File: config.mk
export PLATFORM = sky130hd
export DESIGN_NAME = mcx_exec
export DESIGN_NICKNAME = d
export VERILOG_FILES = /design/src/rtl/mcx_field_unit.v /design/src/rtl/mcx_branch_unit.v /design/src/rtl/mcx_exec.v
export VERILOG_INCLUDE_DIRS = /design/src /design/src/rtl
export SDC_FILE = /design/constraint.sdc
export NUM_CORES = 1
export LEC_CHECK = 0
export BUFFER_PORTS_ARGS = -buffer_cell sky130_fd_sc_hd__buf_4
export CAP_MARGIN = 20
export CORE_AREA = 2 2 207 209
export CTS_CLUSTER_DIAMETER = 60
export DETAILED_ROUTE_END_ITERATION = 16
export DIE_AREA = 0 0 209 211
export PLACE_DENSITY = 0.76
export RECOVER_POWER = 25
export SLEW_MARGIN = 25
export SYNTH_ARGS = -nofsm -noshare
export SYNTH_HDL_FRONTEND = slang
export SYNTH_SLANG_ARGS = --single-unit
File: constraint.sdc
create_clock -name core_clk -period 9.9 [get_ports core_clk]
set_clock_uncertainty 0.15 [all_clocks]
set_input_delay 2.97 -clock core_clk [delete_from_list [all_inputs] [get_ports core_clk]]
set_output_delay 2.97 -clock core_clk [all_outputs]
set_load 0.01 [all_outputs]
File: src/rtl/mcx_map.vh
`ifndef MCX_MAP_VH
`define MCX_MAP_VH

// Operation codes on the issue port
`define MCX_OP_LOAD 5'h00
`define MCX_OP_LOCKED_READ 5'h01
`define MCX_OP_READ_SET_ONES 5'h02
`define MCX_OP_MULTI_WORD_READ 5'h03
`define MCX_OP_STORE 5'h04
`define MCX_OP_LOCKED_WRITE 5'h05
`define MCX_OP_MULTI_WORD_WRITE 5'h06
`define MCX_OP_BYTE_EXTRACTION 5'h07
`define MCX_OP_HALFWORD_EXTRACTION 5'h08
`define MCX_OP_SIGNED_HALFWORD_EXTRACTION 5'h09
`define MCX_OP_BYTE_INSERTION 5'h0A
`define MCX_OP_HALFWORD_INSERTION 5'h0B
`define MCX_OP_SPECIAL_REG_READ 5'h0C
`define MCX_OP_SPECIAL_REG_WRITE 5'h0D
`define MCX_OP_SPECIAL_REG_WRITE_IMM 5'h0E
`define MCX_OP_XLAT_ENTRY_READ 5'h0F
`define MCX_OP_XLAT_ENTRY_WRITE 5'h10
`define MCX_OP_IMM16_ZERO_EXT 5'h11
`define MCX_OP_IMM16_UPPER_FILL 5'h12
`define MCX_OP_IMM16_ONES_EXT 5'h13
`define MCX_OP_FLOAT 5'h14
`define MCX_OP_CALL 5'h15
`define MCX_OP_JUMP 5'h16
`define MCX_OP_BRANCH_IF_TRUE 5'h17
`define MCX_OP_BRANCH_IF_FALSE 5'h18
`define MCX_OP_BRANCH_FALSE_DECREMENT 5'h19

// Branch target modes
`define MCX_TM_ABS 2'h0
`define MCX_TM_REL 2'h1
`define MCX_TM_REG 2'h2

// Constants of the data path
`define MCX_WORD_STEP 32'h00000004
`define MCX_SET_ONES 32'hFFFFFFFF
`define MCX_RET_OFS 32'h00000008
`define MCX_DEC_ONE 32'h00000001
`define MCX_TRAP_FP 8'h03
`define MCX_TRAP_PROT 8'h05
`define MCX_SR_USER_BASE 8'h80

`endif

File: src/rtl/mcx_field_unit.v
`timescale 1ns/1ps
`include "mcx_map.vh"

module mcx_field_unit (
  input wire [4:0] op,
  input wire [31:0] src_a,
  input wire [31:0] src_b,
  input wire [15:0] imm16,
  input wire [1:0] byte_pointer,
  input wire byte_order,
  output reg [31:0] result
);
  // Lane counted from the least significant byte
  wire [1:0] lane = byte_order ? byte_pointer : ~byte_pointer;
  wire hsel = byte_pointer[1] ^ ~byte_order;
  wire [7:0] a_byte = src_a[8*lane +: 8];
  wire [15:0] a_half = hsel ? src_a[31:16] : src_a[15:0];
  reg [31:0] ins;

  always @* begin
    ins = src_a;
    result = 32'h00000000;
    case (op)
      // [RQ6] byte extraction
      `MCX_OP_BYTE_EXTRACTION: result = {src_b[31:8], a_byte};
      // [RQ7] halfword extraction
      `MCX_OP_HALFWORD_EXTRACTION: result = {src_b[31:16], a_half};
      // [RQ8] signed extraction
      `MCX_OP_SIGNED_HALFWORD_EXTRACTION: result = {{16{a_half[15]}}, a_half};
      // [RQ9] byte insertion
      `MCX_OP_BYTE_INSERTION: begin
        ins[8*lane +: 8] = src_b[7:0];
        result = ins;
      end
      // [RQ10] halfword insertion
      `MCX_OP_HALFWORD_INSERTION: begin
        if (hsel) begin
          result = {src_b[15:0], src_a[15:0]};
        end else begin
          result = {src_a[31:16], src_b[15:0]};
        end
      end
      // [RQ21] zero extended constant
      `MCX_OP_IMM16_ZERO_EXT: result = {16'h0000, imm16};
      // [RQ11] upper half only
      `MCX_OP_IMM16_UPPER_FILL: result = {imm16, src_a[15:0]};
      // [RQ21] ones extended constant
      `MCX_OP_IMM16_ONES_EXT: result = {16'hFFFF, imm16};
      default: result = 32'h00000000;
    endcase
  end
endmodule

File: src/rtl/mcx_branch_unit.v
`timescale 1ns/1ps
`include "mcx_map.vh"

module mcx_branch_unit (
  input wire [4:0] op,
  input wire [1:0] tmode,
  input wire [31:0] src_a,
  input wire [31:0] src_b,
  input wire [15:0] imm16,
  input wire [29:0] pc_word,
  output reg taken,
  output reg [31:0] target,
  output wire [31:0] ret_addr,
  output wire [31:0] dec_value
);
  wire [31:0] pc_byte = {pc_word, 2'b00};
  wire [31:0] rel_ofs = {{14{imm16[15]}}, imm16, 2'b00};

  // [RQ16] return address
  assign ret_addr = pc_byte + `MCX_RET_OFS;
  // [RQ18] unconditional decrement
  assign dec_value = src_a - `MCX_DEC_ONE;

  always @* begin
    // [RQ14] target formation
    case (tmode)
      `MCX_TM_ABS: target = {14'h0000, imm16, 2'b00};
      `MCX_TM_REL: target = pc_byte + rel_ofs;
      `MCX_TM_REG: target = src_b;
      default: target = src_b;
    endcase
    // [RQ17] [RQ20] msb boolean test
    case (op)
      `MCX_OP_CALL: taken = 1'b1;
      `MCX_OP_JUMP: taken = 1'b1;
      `MCX_OP_BRANCH_IF_TRUE: taken = src_a[31];
      `MCX_OP_BRANCH_IF_FALSE: taken = ~src_a[31];
      `MCX_OP_BRANCH_FALSE_DECREMENT: taken = ~src_a[31];
      default: taken = 1'b0;
    endcase
  end
endmodule

File: src/rtl/mcx_exec.v
// Contract
// [RQ1] Load reads word at second operand
// [RQ2] Locked forms hold bus lock
// [RQ3] Read then write ones, locked
// [RQ4] Multi-word transfers step four bytes
// [RQ5] Store writes first operand to address
// [RQ6] Byte extraction into low byte
// [RQ7] Halfword extraction into low half
// [RQ8] Signed halfword extraction, sign extended
// [RQ9] Byte insertion at pointed position
// [RQ10] Halfword insertion at pointed half
// [RQ11] Upper fill keeps lower half
// [RQ12] Eight-bit immediate replaces register operand
// [RQ13] Floating point always traps
// [RQ14] Absolute, relative or register targets
// [RQ15] Delay instruction always executes
// [RQ16] Calls save address plus eight
// [RQ17] Conditional jumps test boolean sense
// [RQ18] Decrement always, branch if false
// [RQ19] Some moves need supervisor mode
// [RQ20] Boolean is the top bit
// [RQ21] Zero or ones extended constant
// [RQ22] Special and translation moves copy words
`timescale 1ns/1ps
`include "mcx_map.vh"

module mcx_exec #(
  parameter XLAT_AW = 6
) (
  input wire core_clk,
  input wire rstn,
  input wire issue_valid,
  input wire [4:0] issue_op,
  input wire [31:0] issue_a,
  input wire [31:0] issue_b,
  input wire issue_imm_sel,
  input wire [7:0] issue_imm8,
  input wire [15:0] issue_imm16,
  input wire [1:0] issue_tmode,
  input wire [7:0] issue_dest,
  input wire [7:0] issue_a_num,
  input wire [7:0] issue_count,
  input wire [7:0] issue_sr_num,
  input wire [1:0] byte_pointer,
  input wire byte_order,
  input wire [29:0] pc_word,
  input wire supervisor,
  output reg issue_ready_r,
  output reg wb_valid_r,
  output reg [7:0] wb_num_r,
  output reg [31:0] wb_data_r,
  output reg [7:0] rf_rnum_r,
  input wire [31:0] rf_rdata,
  output reg sr_we_r,
  output reg [7:0] special_reg_target_r,
  output reg [31:0] sr_wdata_r,
  input wire [31:0] sr_rdata,
  output reg xlat_we_r,
  output reg [XLAT_AW-1:0] xlat_idx_r,
  output reg [31:0] xlat_wdata_r,
  input wire [31:0] xlat_rdata,
  output reg pc_load_r,
  output reg [31:0] pc_target_r,
  output reg trap_r,
  output reg [7:0] trap_num_r,
  output reg mem_req_r,
  output reg mem_we_r,
  output reg mem_lock_r,
  output reg [31:0] mem_addr_r,
  output reg [31:0] mem_wdata_r,
  input wire mem_ack,
  input wire [31:0] mem_rdata
);
  localparam S_IDLE = 3'h0;
  localparam S_READ = 3'h1;
  localparam S_WRITE = 3'h2;
  localparam S_FETCH = 3'h3;
  localparam S_SPRD = 3'h4;

  reg [2:0] state_r;
  reg [4:0] op_r;
  reg [7:0] dest_r;
  reg [7:0] cnt_r;
  reg [7:0] last_r;
  reg set_pend_r;
  reg pend_r;
  reg [31:0] pend_tgt_r;
  reg sprd_xlat_r;

  wire take = issue_valid & issue_ready_r;
  // [RQ12] immediate operand select
  wire [31:0] opb = issue_imm_sel ? {24'h000000, issue_imm8} : issue_b;
  wire [31:0] field_res;
  wire br_taken;
  wire [31:0] br_target;
  wire [31:0] ret_addr;
  wire [31:0] dec_value;
  wire sr_ok = supervisor | (issue_sr_num >= `MCX_SR_USER_BASE);
  wire more = (cnt_r != last_r);

  mcx_field_unit u_field (
    .op(issue_op),
    .src_a(issue_a),
    .src_b(opb),
    .imm16(issue_imm16),
    .byte_pointer(byte_pointer),
    .byte_order(byte_order),
    .result(field_res)
  );

  mcx_branch_unit u_branch (
    .op(issue_op),
    .tmode(issue_tmode),
    .src_a(issue_a),
    .src_b(opb),
    .imm16(issue_imm16),
    .pc_word(pc_word),
    .taken(br_taken),
    .target(br_target),
    .ret_addr(ret_addr),
    .dec_value(dec_value)
  );

  always @(posedge core_clk) begin
    if (!rstn) begin
      state_r <= S_IDLE;
      op_r <= 5'h00;
      dest_r <= 8'h00;
      cnt_r <= 8'h00;
      last_r <= 8'h00;
      set_pend_r <= 1'b0;
      pend_r <= 1'b0;
      pend_tgt_r <= 32'h00000000;
      sprd_xlat_r <= 1'b0;
      issue_ready_r <= 1'b1;
      wb_valid_r <= 1'b0;
      wb_num_r <= 8'h00;
      wb_data_r <= 32'h00000000;
      rf_rnum_r <= 8'h00;
      sr_we_r <= 1'b0;
      special_reg_target_r <= 8'h00;
      sr_wdata_r <= 32'h00000000;
      xlat_we_r <= 1'b0;
      xlat_idx_r <= {XLAT_AW{1'b0}};
      xlat_wdata_r <= 32'h00000000;
      pc_load_r <= 1'b0;
      pc_target_r <= 32'h00000000;
      trap_r <= 1'b0;
      trap_num_r <= 8'h00;
      mem_req_r <= 1'b0;
      mem_we_r <= 1'b0;
      mem_lock_r <= 1'b0;
      mem_addr_r <= 32'h00000000;
      mem_wdata_r <= 32'h00000000;
    end else begin
      wb_valid_r <= 1'b0;
      sr_we_r <= 1'b0;
      xlat_we_r <= 1'b0;
      pc_load_r <= 1'b0;
      trap_r <= 1'b0;
      case (state_r)
        S_IDLE: begin
          if (take) begin
            op_r <= issue_op;
            dest_r <= issue_dest;
            cnt_r <= 8'h00;
            last_r <= 8'h00;
            // [RQ15] redirect after delay instruction
            if (pend_r) begin
              pc_load_r <= 1'b1;
              pc_target_r <= pend_tgt_r;
              pend_r <= 1'b0;
            end
            case (issue_op)
              `MCX_OP_LOAD, `MCX_OP_LOCKED_READ, `MCX_OP_READ_SET_ONES,
              `MCX_OP_MULTI_WORD_READ: begin
                // [RQ1] issue word read
                mem_req_r <= 1'b1;
                mem_we_r <= 1'b0;
                mem_addr_r <= opb;
                // [RQ2] [RQ3] lock for locked forms
                mem_lock_r <= (issue_op == `MCX_OP_LOCKED_READ) | (issue_op == `MCX_OP_READ_SET_ONES);
                set_pend_r <= (issue_op == `MCX_OP_READ_SET_ONES);
                if (issue_op == `MCX_OP_MULTI_WORD_READ) begin
                  last_r <= issue_count;
                end
                issue_ready_r <= 1'b0;
                state_r <= S_READ;
              end
              `MCX_OP_STORE, `MCX_OP_LOCKED_WRITE: begin
                // [RQ5] write first operand
                mem_req_r <= 1'b1;
                mem_we_r <= 1'b1;
                mem_addr_r <= opb;
                mem_wdata_r <= issue_a;
                // [RQ2] lock during write
                mem_lock_r <= (issue_op == `MCX_OP_LOCKED_WRITE);
                issue_ready_r <= 1'b0;
                state_r <= S_WRITE;
              end
              `MCX_OP_MULTI_WORD_WRITE: begin
                // [RQ4] first register then words
                mem_addr_r <= opb;
                rf_rnum_r <= issue_dest;
                last_r <= issue_count;
                issue_ready_r <= 1'b0;
                state_r <= S_FETCH;
              end
              `MCX_OP_BYTE_EXTRACTION, `MCX_OP_HALFWORD_EXTRACTION,
              `MCX_OP_SIGNED_HALFWORD_EXTRACTION, `MCX_OP_BYTE_INSERTION,
              `MCX_OP_HALFWORD_INSERTION, `MCX_OP_IMM16_ZERO_EXT,
              `MCX_OP_IMM16_UPPER_FILL, `MCX_OP_IMM16_ONES_EXT: begin
                wb_valid_r <= 1'b1;
                wb_num_r <= issue_dest;
                wb_data_r <= field_res;
              end
              `MCX_OP_SPECIAL_REG_READ: begin
                // [RQ19] protected registers
                if (sr_ok) begin
                  special_reg_target_r <= issue_sr_num;
                  sprd_xlat_r <= 1'b0;
                  issue_ready_r <= 1'b0;
                  state_r <= S_SPRD;
                end else begin
                  trap_r <= 1'b1;
                  trap_num_r <= `MCX_TRAP_PROT;
                end
              end
              `MCX_OP_SPECIAL_REG_WRITE, `MCX_OP_SPECIAL_REG_WRITE_IMM: begin
                // [RQ19] protected registers
                if (sr_ok) begin
                  // [RQ22] word copy to special
                  sr_we_r <= 1'b1;
                  special_reg_target_r <= issue_sr_num;
                  if (issue_op == `MCX_OP_SPECIAL_REG_WRITE) begin
                    sr_wdata_r <= opb;
                  end else begin
                    sr_wdata_r <= {16'h0000, issue_imm16};
                  end
                end else begin
                  trap_r <= 1'b1;
                  trap_num_r <= `MCX_TRAP_PROT;
                end
              end
              `MCX_OP_XLAT_ENTRY_READ, `MCX_OP_XLAT_ENTRY_WRITE: begin
                // [RQ19] supervisor only
                if (supervisor) begin
                  // [RQ22] word copy with entry
                  xlat_idx_r <= issue_a[XLAT_AW-1:0];
                  if (issue_op == `MCX_OP_XLAT_ENTRY_WRITE) begin
                    xlat_we_r <= 1'b1;
                    xlat_wdata_r <= opb;
                  end else begin
                    sprd_xlat_r <= 1'b1;
                    issue_ready_r <= 1'b0;
                    state_r <= S_SPRD;
                  end
                end else begin
                  trap_r <= 1'b1;
                  trap_num_r <= `MCX_TRAP_PROT;
                end
              end
              `MCX_OP_FLOAT: begin
                // [RQ13] trap to emulation
                trap_r <= 1'b1;
                trap_num_r <= `MCX_TRAP_FP;
              end
              `MCX_OP_CALL, `MCX_OP_JUMP, `MCX_OP_BRANCH_IF_TRUE,
              `MCX_OP_BRANCH_IF_FALSE, `MCX_OP_BRANCH_FALSE_DECREMENT: begin
                // [RQ15] hold target over delay slot
                pend_r <= br_taken;
                pend_tgt_r <= br_target;
                // [RQ16] save return address
                if (issue_op == `MCX_OP_CALL) begin
                  wb_valid_r <= 1'b1;
                  wb_num_r <= issue_dest;
                  wb_data_r <= ret_addr;
                end
                // [RQ18] write back decrement
                if (issue_op == `MCX_OP_BRANCH_FALSE_DECREMENT) begin
                  wb_valid_r <= 1'b1;
                  wb_num_r <= issue_a_num;
                  wb_data_r <= dec_value;
                end
              end
              default: begin
                wb_valid_r <= 1'b0;
              end
            endcase
          end
        end
        S_READ: begin
          if (mem_ack) begin
            // [RQ1] [RQ4] word to consecutive registers
            wb_valid_r <= 1'b1;
            wb_num_r <= dest_r + cnt_r;
            wb_data_r <= mem_rdata;
            if (set_pend_r) begin
              // [RQ3] write ones back, lock kept
              set_pend_r <= 1'b0;
              mem_we_r <= 1'b1;
              mem_wdata_r <= `MCX_SET_ONES;
              state_r <= S_WRITE;
            end else if (more) begin
              // [RQ4] next word
              cnt_r <= cnt_r + 8'h01;
              mem_addr_r <= mem_addr_r + `MCX_WORD_STEP;
            end else begin
              mem_req_r <= 1'b0;
              mem_lock_r <= 1'b0;
              issue_ready_r <= 1'b1;
              state_r <= S_IDLE;
            end
          end
        end
        S_WRITE: begin
          if (mem_ack) begin
            mem_req_r <= 1'b0;
            if ((op_r == `MCX_OP_MULTI_WORD_WRITE) && more) begin
              // [RQ4] fetch next register
              cnt_r <= cnt_r + 8'h01;
              mem_addr_r <= mem_addr_r + `MCX_WORD_STEP;
              rf_rnum_r <= dest_r + cnt_r + 8'h01;
              state_r <= S_FETCH;
            end else begin
              mem_we_r <= 1'b0;
              mem_lock_r <= 1'b0;
              issue_ready_r <= 1'b1;
              state_r <= S_IDLE;
            end
          end
        end
        S_FETCH: begin
          // [RQ4] register data to channel
          mem_req_r <= 1'b1;
          mem_we_r <= 1'b1;
          mem_wdata_r <= rf_rdata;
          state_r <= S_WRITE;
        end
        S_SPRD: begin
          // [RQ22] word copy into register
          wb_valid_r <= 1'b1;
          wb_num_r <= dest_r;
          wb_data_r <= sprd_xlat_r ? xlat_rdata : sr_rdata;
          issue_ready_r <= 1'b1;
          state_r <= S_IDLE;
        end
        default: begin
          mem_req_r <= 1'b0;
          mem_lock_r <= 1'b0;
          issue_ready_r <= 1'b1;
          state_r <= S_IDLE;
        end
      endcase
    end
  end
endmodule

### Word level (Yosys, flattened, before mapping)

Cells that the tools add are included.

* word-level logic and storage cells: 268
* input port bits: 294
* register bits after elaboration: 306
* output and inout port bits: 239

* $lt $le $gt $ge: 1
* bitwise operators: 10
* reduce and logical (&&, ||, !) cells: 47
* add/subtract/negate cells: 8
* equal/unequal tests: 60
* muxes and demuxes: 110
* shift operators: 3

Operators with widths (count)
* $mux W32: 19
* $pmux W32 S3: 3
* $pmux W32 S8: 1
* $mux W8: 17
* $pmux W32 S2: 2
* $pmux W8 S3: 3
* $eq A5 B5 Y1 const B: 10
* $pmux W8 S2: 3
* $eq A5 B4 Y1 const B: 8
* $mux W1: 35
* $neg A5 Y34: 1
* $shift A8 B34 Y32 const A: 1
* $shiftx A8 B34 Y32: 1
* $add A32 B3 Y32 const B: 1
* $add A32 B32 Y32: 1
* $add A32 B4 Y32 const B: 1
* $bwmux W32: 1
* $ne A2 B2 Y1 const B: 16
* $shiftx A32 B6 Y8: 1
* $sub A32 B1 Y32 const B: 1
* $reduce_and A5 Y1: 6
* $eq A5 B3 Y1 const B: 5
* $mux W3: 8
* $reduce_and A8 Y1: 3
* other kinds (49): 91

### Depth between registers and ports, before layout

Gate-level depths: netlist of the first run.

* depth in word-level cells: 9
* mapped depth: 12
* mapped depth without buffers: 10

### Modules after synthesis

Synthesis of the first run repeated with hierarchy kept, for this count alone.

* cell total of the unflattened synthesis: 2640
* area, all modules: 19837.8 sq um

Modules (own cells, without submodules)
* mcx_exec: area an instance 14874.3 sq um, cells an instance 1852, sequential area each 6025.8 sq um, instances 1
* mcx_branch_unit: area an instance 3225.6 sq um, cells an instance 502, sequential area each 0.0 sq um, instances 1
* mcx_field_unit: area an instance 1737.9 sq um, cells an instance 286, sequential area each 0.0 sq um, instances 1

### Worst setup path after synthesis of the first run

Ideal clock, no wire load.

* kind: input to register
* start: input byte_pointer[1]
* end: register wb_data_r[20]
* arrival: 5469 ps
* library setup time: 91 ps
* path buffers: 2
* data required time: 9659 ps
* setup slack: 4190 ps
* stages on the path: 9
* path through: xnor2_2 > clkbuf_1 > buf_1 > ha_1 > nor3_1 > a31oi_1 > o211ai_1 > a221oi_1 > a311oi_1

* longest elaborated chain between the ends: 9
* elaborated cells on any way between the ends: 13
* those cells by class: add/sub (1); shift (2); mux (8); bitwise (2)

RTL lines
* start, declared: line mcx_exec.v:44 `input wire [1:0] byte_pointer,`
* $not A2 Y2: line mcx_field_unit.v:14 `wire [1:0] lane = byte_order ? byte_pointer : ~byte_pointer;`
* $mux W2: line mcx_field_unit.v:14
* $neg A5 Y34: line mcx_field_unit.v:32 `ins[8*lane +: 8] = src_b[7:0];`
* $shiftx A8 B34 Y32 or $shift A8 B34 Y32 (tied branches): line mcx_field_unit.v:32
* $bwmux W32: line mcx_field_unit.v:32
* $pmux W32 S8 (*): line mcx_field_unit.v:23 `case (op)`
* $pmux W32 S2 (*): line mcx_exec.v:174 `case (issue_op)`
* $mux W32 (*): line mcx_exec.v:163 `if (take) begin`
* $pmux W32 S3 (*): line mcx_exec.v:161 `case (state_r)`
* end signal, assigned: line mcx_exec.v:215 `wb_data_r <= field_res;`
* end signal, assigned: line mcx_exec.v:277 `wb_data_r <= ret_addr;`
* end signal, assigned: line mcx_exec.v:283 `wb_data_r <= dec_value;`
* end, declared: line mcx_exec.v:51 `output reg [31:0] wb_data_r,`

Every way passes the cells marked *; elsewhere a longest branch is shown, timed or not. The select of a mux whose other input is x is not followed.
A chain may end at the register's enable or synchronous reset.

### Worst setup path in the final report of the first run

* start: input rstn
* end: register wb_data_r[12]

RTL lines
* start, declared: line mcx_exec.v:31 `input wire rstn,`

No word-level cell between the ends.

==> reports/metrics.csv, run 1 <==
metric;value;unit
Post-Syn Area;19880;µm²
hold path startpoint;pend_tgt_r[6];
vias per cell;6.462;
final slew viol count;256;
maximum vdd drop;0.0001112;V
CTS max path bufs;3;
fin crit share;76.02;%
Post-Synth Adder-Cell Area;2.971;%
Arr. time, crit path;7610;ps
hold buffers post-CTS;0;
initial drt markers;2639;
synth warn;0;
DP HPWL;70380;µm
initial antenna violation count;6;
gpl congestion;1.022;
Avg Cell Area, Syn;7.308;µm²
Starting Density;47.60;%
clock sinks;301;
Hold Crit Class;reg2reg;
top_reg_cell synth;dfxtp_1;
startpoint types;input pin;
total grt overflow;0;
Seq/Total Area, Yosys;30.31;%
PortBufs;527;
final core utilization;59.44;%
reg2reg start;state_r[1];
setup tns final;0;ps
number of global-route vias before repair;22117;
Post-CTS Setup Inserts;0;
Crit Path Max Fanout;98;
uppermost layer routed;met5;
# fillers;4013;
DIE AREA;44100;µm²
final worst setup slack;2374;ps
LEAKAGE;9.589;nW
synthesized flop and latch total;301;
Synth cell types;85;
max frequency;0.1329;GHz
violated checks;capacitance limit, slew limit;
P per Cell Area;152.4;nW/µm²
Synth Area in Compound Gates;26.36;%
num rows;75;
commonest non-fill, non-tap cell in the layout;buf_4;
fraction of registers with async set/reset;0;%
Yosys top cell by area;dfxtp_1;
largest cells by area after synthesis;dfxtp_1, nand2_1, a21oi_1, nor2_1, clkbuf_1;
most frequent cells in the layout;buf_4, nand2_1, a21oi_1, dfxtp_1, nor2_1;
share of cells above drive strength 1;19.38;%
final hold vios;0;
largest net degree at the start of global routing;99;
Worst-Margin Slew;4787;ps
# IOs;533;
CP required;9980;ps
number of max-cap violations;4;
Routed Antenna Nets;0;
Initial DRT Pass Iterations;7;
Nets;3446;
Yosys top cell area share;30.31;%
fin crit period;7526;ps
routed wire length;95650;µm
overall routing resource usage;41.51;%
cts repair resizes;0;
crit path capture type;flop;
Placement Setup Slack;2933;ps
met1 WL;36370;µm
RSZ-0062 raised after global routing;no;
TritonCTS clock tree;yes;
Die X;209;µm
clock transition at the registers of the reported paths;60;ps
area share of xor/xnor cells in the synthesized design;4.482;%
CTS root buf;clkbuf_16;
Die Ht;211;µm
EDFF count, synth;0;
WL met2;41130;µm
Area growth syn-to-layout;24.88;%
post-synthesis mux area share;4.916;%
WHS;297.2;ps
htree depth;2;
via count;23730;
met3 wire length;11020;µm
Slew HR;-219.1;%
Avg WL per Cell;26.05;µm
Mapped Cells;2720;
path type of the worst setup path;in2reg;
cts bufs inserted;37;
core area;41760;µm²
DRC;0;
largest family of logic cells by synthesized area;compound AO/OA/AOI/OAI gates;
outcome;complete, but fails checks;
Synth Area in Simple Gates;25.07;%
first-pass GRT wire length;139400;µm
Final Setup Violations;0;
launch point of the worst path;rstn;
Skew-Pair Late Insertion Delay;560;ps
-- final timing paths --
kind	to	slack, ps	depth (start not counted)
min	pc_target_r[6]	300	2
min reg2reg	pc_target_r[6]	300	2
max reg2reg	wb_data_r[24]	5530	6
max	wb_data_r[12]	2370	4
-- registers in the layout, indices dropped and copies added (netlist names), 3 cells and up --
name and flops:
mem_addr_r 32, mem_wdata_r 32, pc_target_r 32, pend_tgt_r 32
sr_wdata_r 32, wb_data_r 32, xlat_wdata_r 32, cnt_r 8
dest_r 8, last_r 8, rf_rnum_r 8, special_reg_target_r 8
wb_num_r 8, xlat_idx_r 6, op_r 5, state_r 3
trap_num_r 3
-- critical path: stages --
cell and delay (ps):
clkbuf_1 150, inv_8 380, clkbuf_1 3370, o22ai_1 480
-- Yosys cell counts (8+ instances only) --
library cell  number
a21o_1            13
and2_1            14
a211oi_1          58
a311oi_1          48
a222oi_1           8
or4_1             10
a31oi_1           25
nor2_1           259
a22oi_1           19
or3_1             12
nor4_1            15
mux2_2            17
nand4_1           40
and3_1            31
xor2_1            45
o21a_1            10
dfxtp_1          301
o21bai_1           8
nand2_1          413
o211ai_1          53
o22ai_1           32
o31ai_1           14
inv_1             58
a21oi_1          302
a221oi_1          28
xnor2_1           53
buf_1             17
o221ai_1          14
nand3_1          103
nor2b_1           47
clkbuf_1         199
buf_2              8
nand2b_1          17
mux2i_1           65
nor3_1            56
ha_1              44
o21ai_0          123
or2_2              8
-- through the flow --
step / cell area, µm² / cells / power (W)
6_report: 24820 / 3672 / 0.003783
5_1_grt: 24820 / 3672 / 0.003905
4_1_cts: 25210 / 3671 / 0.003760
3_5_place_dp: 24030 / 3606 / 0.002445
3_3_place_gp: 24020 / 3606 / 0.002433
2_1_floorplan: 19890 / 2724 / 0.001954
-- routing by layer --
metal,up-vias,GRT usage (%)
li1,10641,-
met1,11132,51.84
met2,1599,62.54
met3,354,11.58
met4,4,27.78
met5,-,0
-- final cells by class --
class	count	area, µm²	share of cell area, %
clock inverter	14	120.1	0.4839
clock buffer	51	1059	4.264
antenna	1	2.502	0.01008
timing repair buffer	576	3930	15.83
sequential	301	6028	24.29
tap	539	674.4	2.717
multi-input combinational	2128	12770	51.44
inverter	62	240.2	0.9678
-- power breakdown --
group	internal, W	switching (W)	leakage (nW)	total [W]
clock network	0.000757	0.000573	0.576	0.00133
logic	0.000391	0.000697	6.57	0.00109
registers	0.00129	0.0000798	2.44	0.00137
-- logic make-up (layout without fill, tap and decap cells) --
family / count (synthesis) / after routing
xor+xnor: 100 / 100
other cells: 1 / 6
buf+inv: 295 / 703
compound gates: 818 / 818
simple gates: 1071 / 1071
flops: 301 / 301
mux: 88 / 88
fa+ha+maj: 46 / 46
Note: power is estimated with default switching activity, not from simulation.
==> run 2, diff against run 1 <==
==> constraint.sdc (replaced) <==
create_clock -name core_clk -period 7.2 [get_ports core_clk]
set_clock_uncertainty 0.15 [all_clocks]
set_input_delay 2.16 -clock core_clk [delete_from_list [all_inputs] [get_ports core_clk]]
set_output_delay 2.16 -clock core_clk [all_outputs]
set_load 0.01 [all_outputs]
==> reports/metrics.csv, run 2 (synthesized netlist as in run 1, its figures left out) <==
metric;value;unit;change
outcome;complete, but fails checks;;
violated checks;capacitance limit, slew limit;;
Nets;3452;;+0.17%
Avg WL per Cell;25.95;µm;-0.37%
setup tns final;0;ps;unchanged
DIE AREA;44100;µm²;unchanged
met3 wire length;10980;µm;-0.33%
initial antenna violation count;4;;-2
Reg area;6028;µm²;unchanged
Skew-Pair Late Insertion Delay;570;ps;about the same
CTS max path bufs;3;;unchanged
# fillers;3919;;-2.3%
power share of the clock group;37.2;%;+2.0 points
Die Ht;211;µm;unchanged
Final Setup Violations;0;;unchanged
num rows;75;;unchanged
P per Cell Area;213.7;nW/µm²;+40%
fin crit period;5964;ps;
post-placement cell count;3612;;+0.17%
final slew viol count;153;;-40%
total grt overflow;0;;unchanged
fin crit share;82.83;%;
clock transition at the registers of the reported paths;60;ps;about the same
hold buffers post-CTS;0;;unchanged
final core utilization;59.81;%;+0.37 points
P_sw;0.001853;W;+37%
DP HPWL;70780;µm;+0.57%
Crit Path Max Fanout;86;;-12%
routed wire length;95580;µm;about the same
path type of the worst setup path;in2reg;;
cts bufs inserted;37;;unchanged
htree depth;2;;unchanged
Initial DRT Pass Iterations;6;;-1
final worst setup slack;1236;ps;-1137 ps
Post-Layout Cell Count;3683;;+0.30%
gpl congestion;1.029;;+0.75%
most frequent cells in the layout;buf_4, nand2_1, a21oi_1, dfxtp_1, nor2_1;;
overall routing resource usage;41.48;%;about the same
Hold Crit Class;reg2reg;;
LEAKAGE;9.656;nW;+0.69%
RSZ-0062 raised after global routing;no;;
clock sinks;301;;unchanged
Logic pwr share;27.7;%;-1.0 points
vias per cell;6.446;;-0.26%
Area growth syn-to-layout;25.66;%;
CP required;7310;ps;-2670 ps
initial drt markers;3009;;+14%
Switching Fraction;34.71;%;-0.97 points
Post-CTS Setup Inserts;0;;unchanged
Starting Density;47.60;%;unchanged
Worst-Margin Slew;4246;ps;-540.7 ps
share of cells above drive strength 1;19.45;%;+0.072 points
met1 WL;37550;µm;+3.3%
PortBufs;527;;unchanged
cts repair resizes;0;;unchanged
Arr. time, crit path;6080;ps;-1530 ps
max frequency;0.1677;GHz;
core area;41760;µm²;unchanged
first-pass GRT wire length;138900;µm;-0.30%
Slew HR;-183.1;%;+36 points
sequential share of power;35.1;%;-1.0 points
DRC;0;;unchanged
largest net degree at the start of global routing;87;;-12%
startpoint types;input pin;;
CTS root buf;clkbuf_16;;
number of global-route vias before repair;21905;;-0.96%
Placement Setup Slack;1705;ps;-1229 ps
area occupied by multi-input gates;12770;µm²;about the same
TritonCTS clock tree;yes;;
final hold vios;0;;unchanged
# IOs;533;;unchanged
WL met2;41390;µm;+0.62%
via count;23739;;+0.038%
Int Power;0.003485;W;+43%
Die X;209;µm;unchanged
number of max-cap violations;2;;-2
commonest non-fill, non-tap cell in the layout;buf_4;;
Routed Antenna Nets;0;;unchanged
uppermost layer routed;met4;;
maximum vdd drop;0.0001597;V;+44%
crit path capture type;flop;;
## run 2: layer usage
layer	up-vias	track usage, %
met5	-	0
met4	0	22.56
met3	301	11.85
met2	1506	62.80
met1	11282	53.35
li1	10650	-
## run 2: final cells by class
class / count / area share [%]
Antenna cell: 3 / 0.03006
Clock buffer: 52 / 4.253
Clock inverter: 16 / 0.9117
Inverter: 62 / 0.9618
Multi-Input combinational cell: 2128 / 51.11
Sequential cell: 301 / 24.13
Tap cell: 539 / 2.700
Timing Repair Buffer: 582 / 15.90
## run 2: final timing paths
path                       start               to  depth (start not counted)  slack, ps
setup / recovery            rstn    wb_data_r[12]                          4       1240
hold / removal    pend_tgt_r[13]  pc_target_r[13]                          2        300
setup reg to reg      state_r[1]    wb_data_r[25]                          6       2820
hold reg to reg   pend_tgt_r[13]  pc_target_r[13]                          2        300
## run 2: power by group through the flow
stage	sequential, W	clock [W]	combinational [W]
floorplan	0.00190	0	0.000786
global placement	0.00190	0	0.00144
detailed placement	0.00190	0	0.00146
CTS	0.00187	0.00199	0.00146
global route	0.00188	0.00206	0.00157
finish	0.00187	0.00199	0.00148
## run 2: worst max-delay path: stages
cell      delay [ps]
clkbuf_1         140
inv_8            280
clkbuf_1        3000
o22ai_1          370
## run 2: per-stage QoR
step / total power (W) / area, µm² / hold slack (ps)
floorplan: 0.002687 / 19890 / 278.7
global placement: 0.003342 / 24070 / 288.4
detailed placement: 0.003359 / 24080 / 292.7
CTS: 0.005325 / 25370 / 300.7
global route: 0.005514 / 24970 / 316.0
finish: 0.005338 / 24980 / 301.6
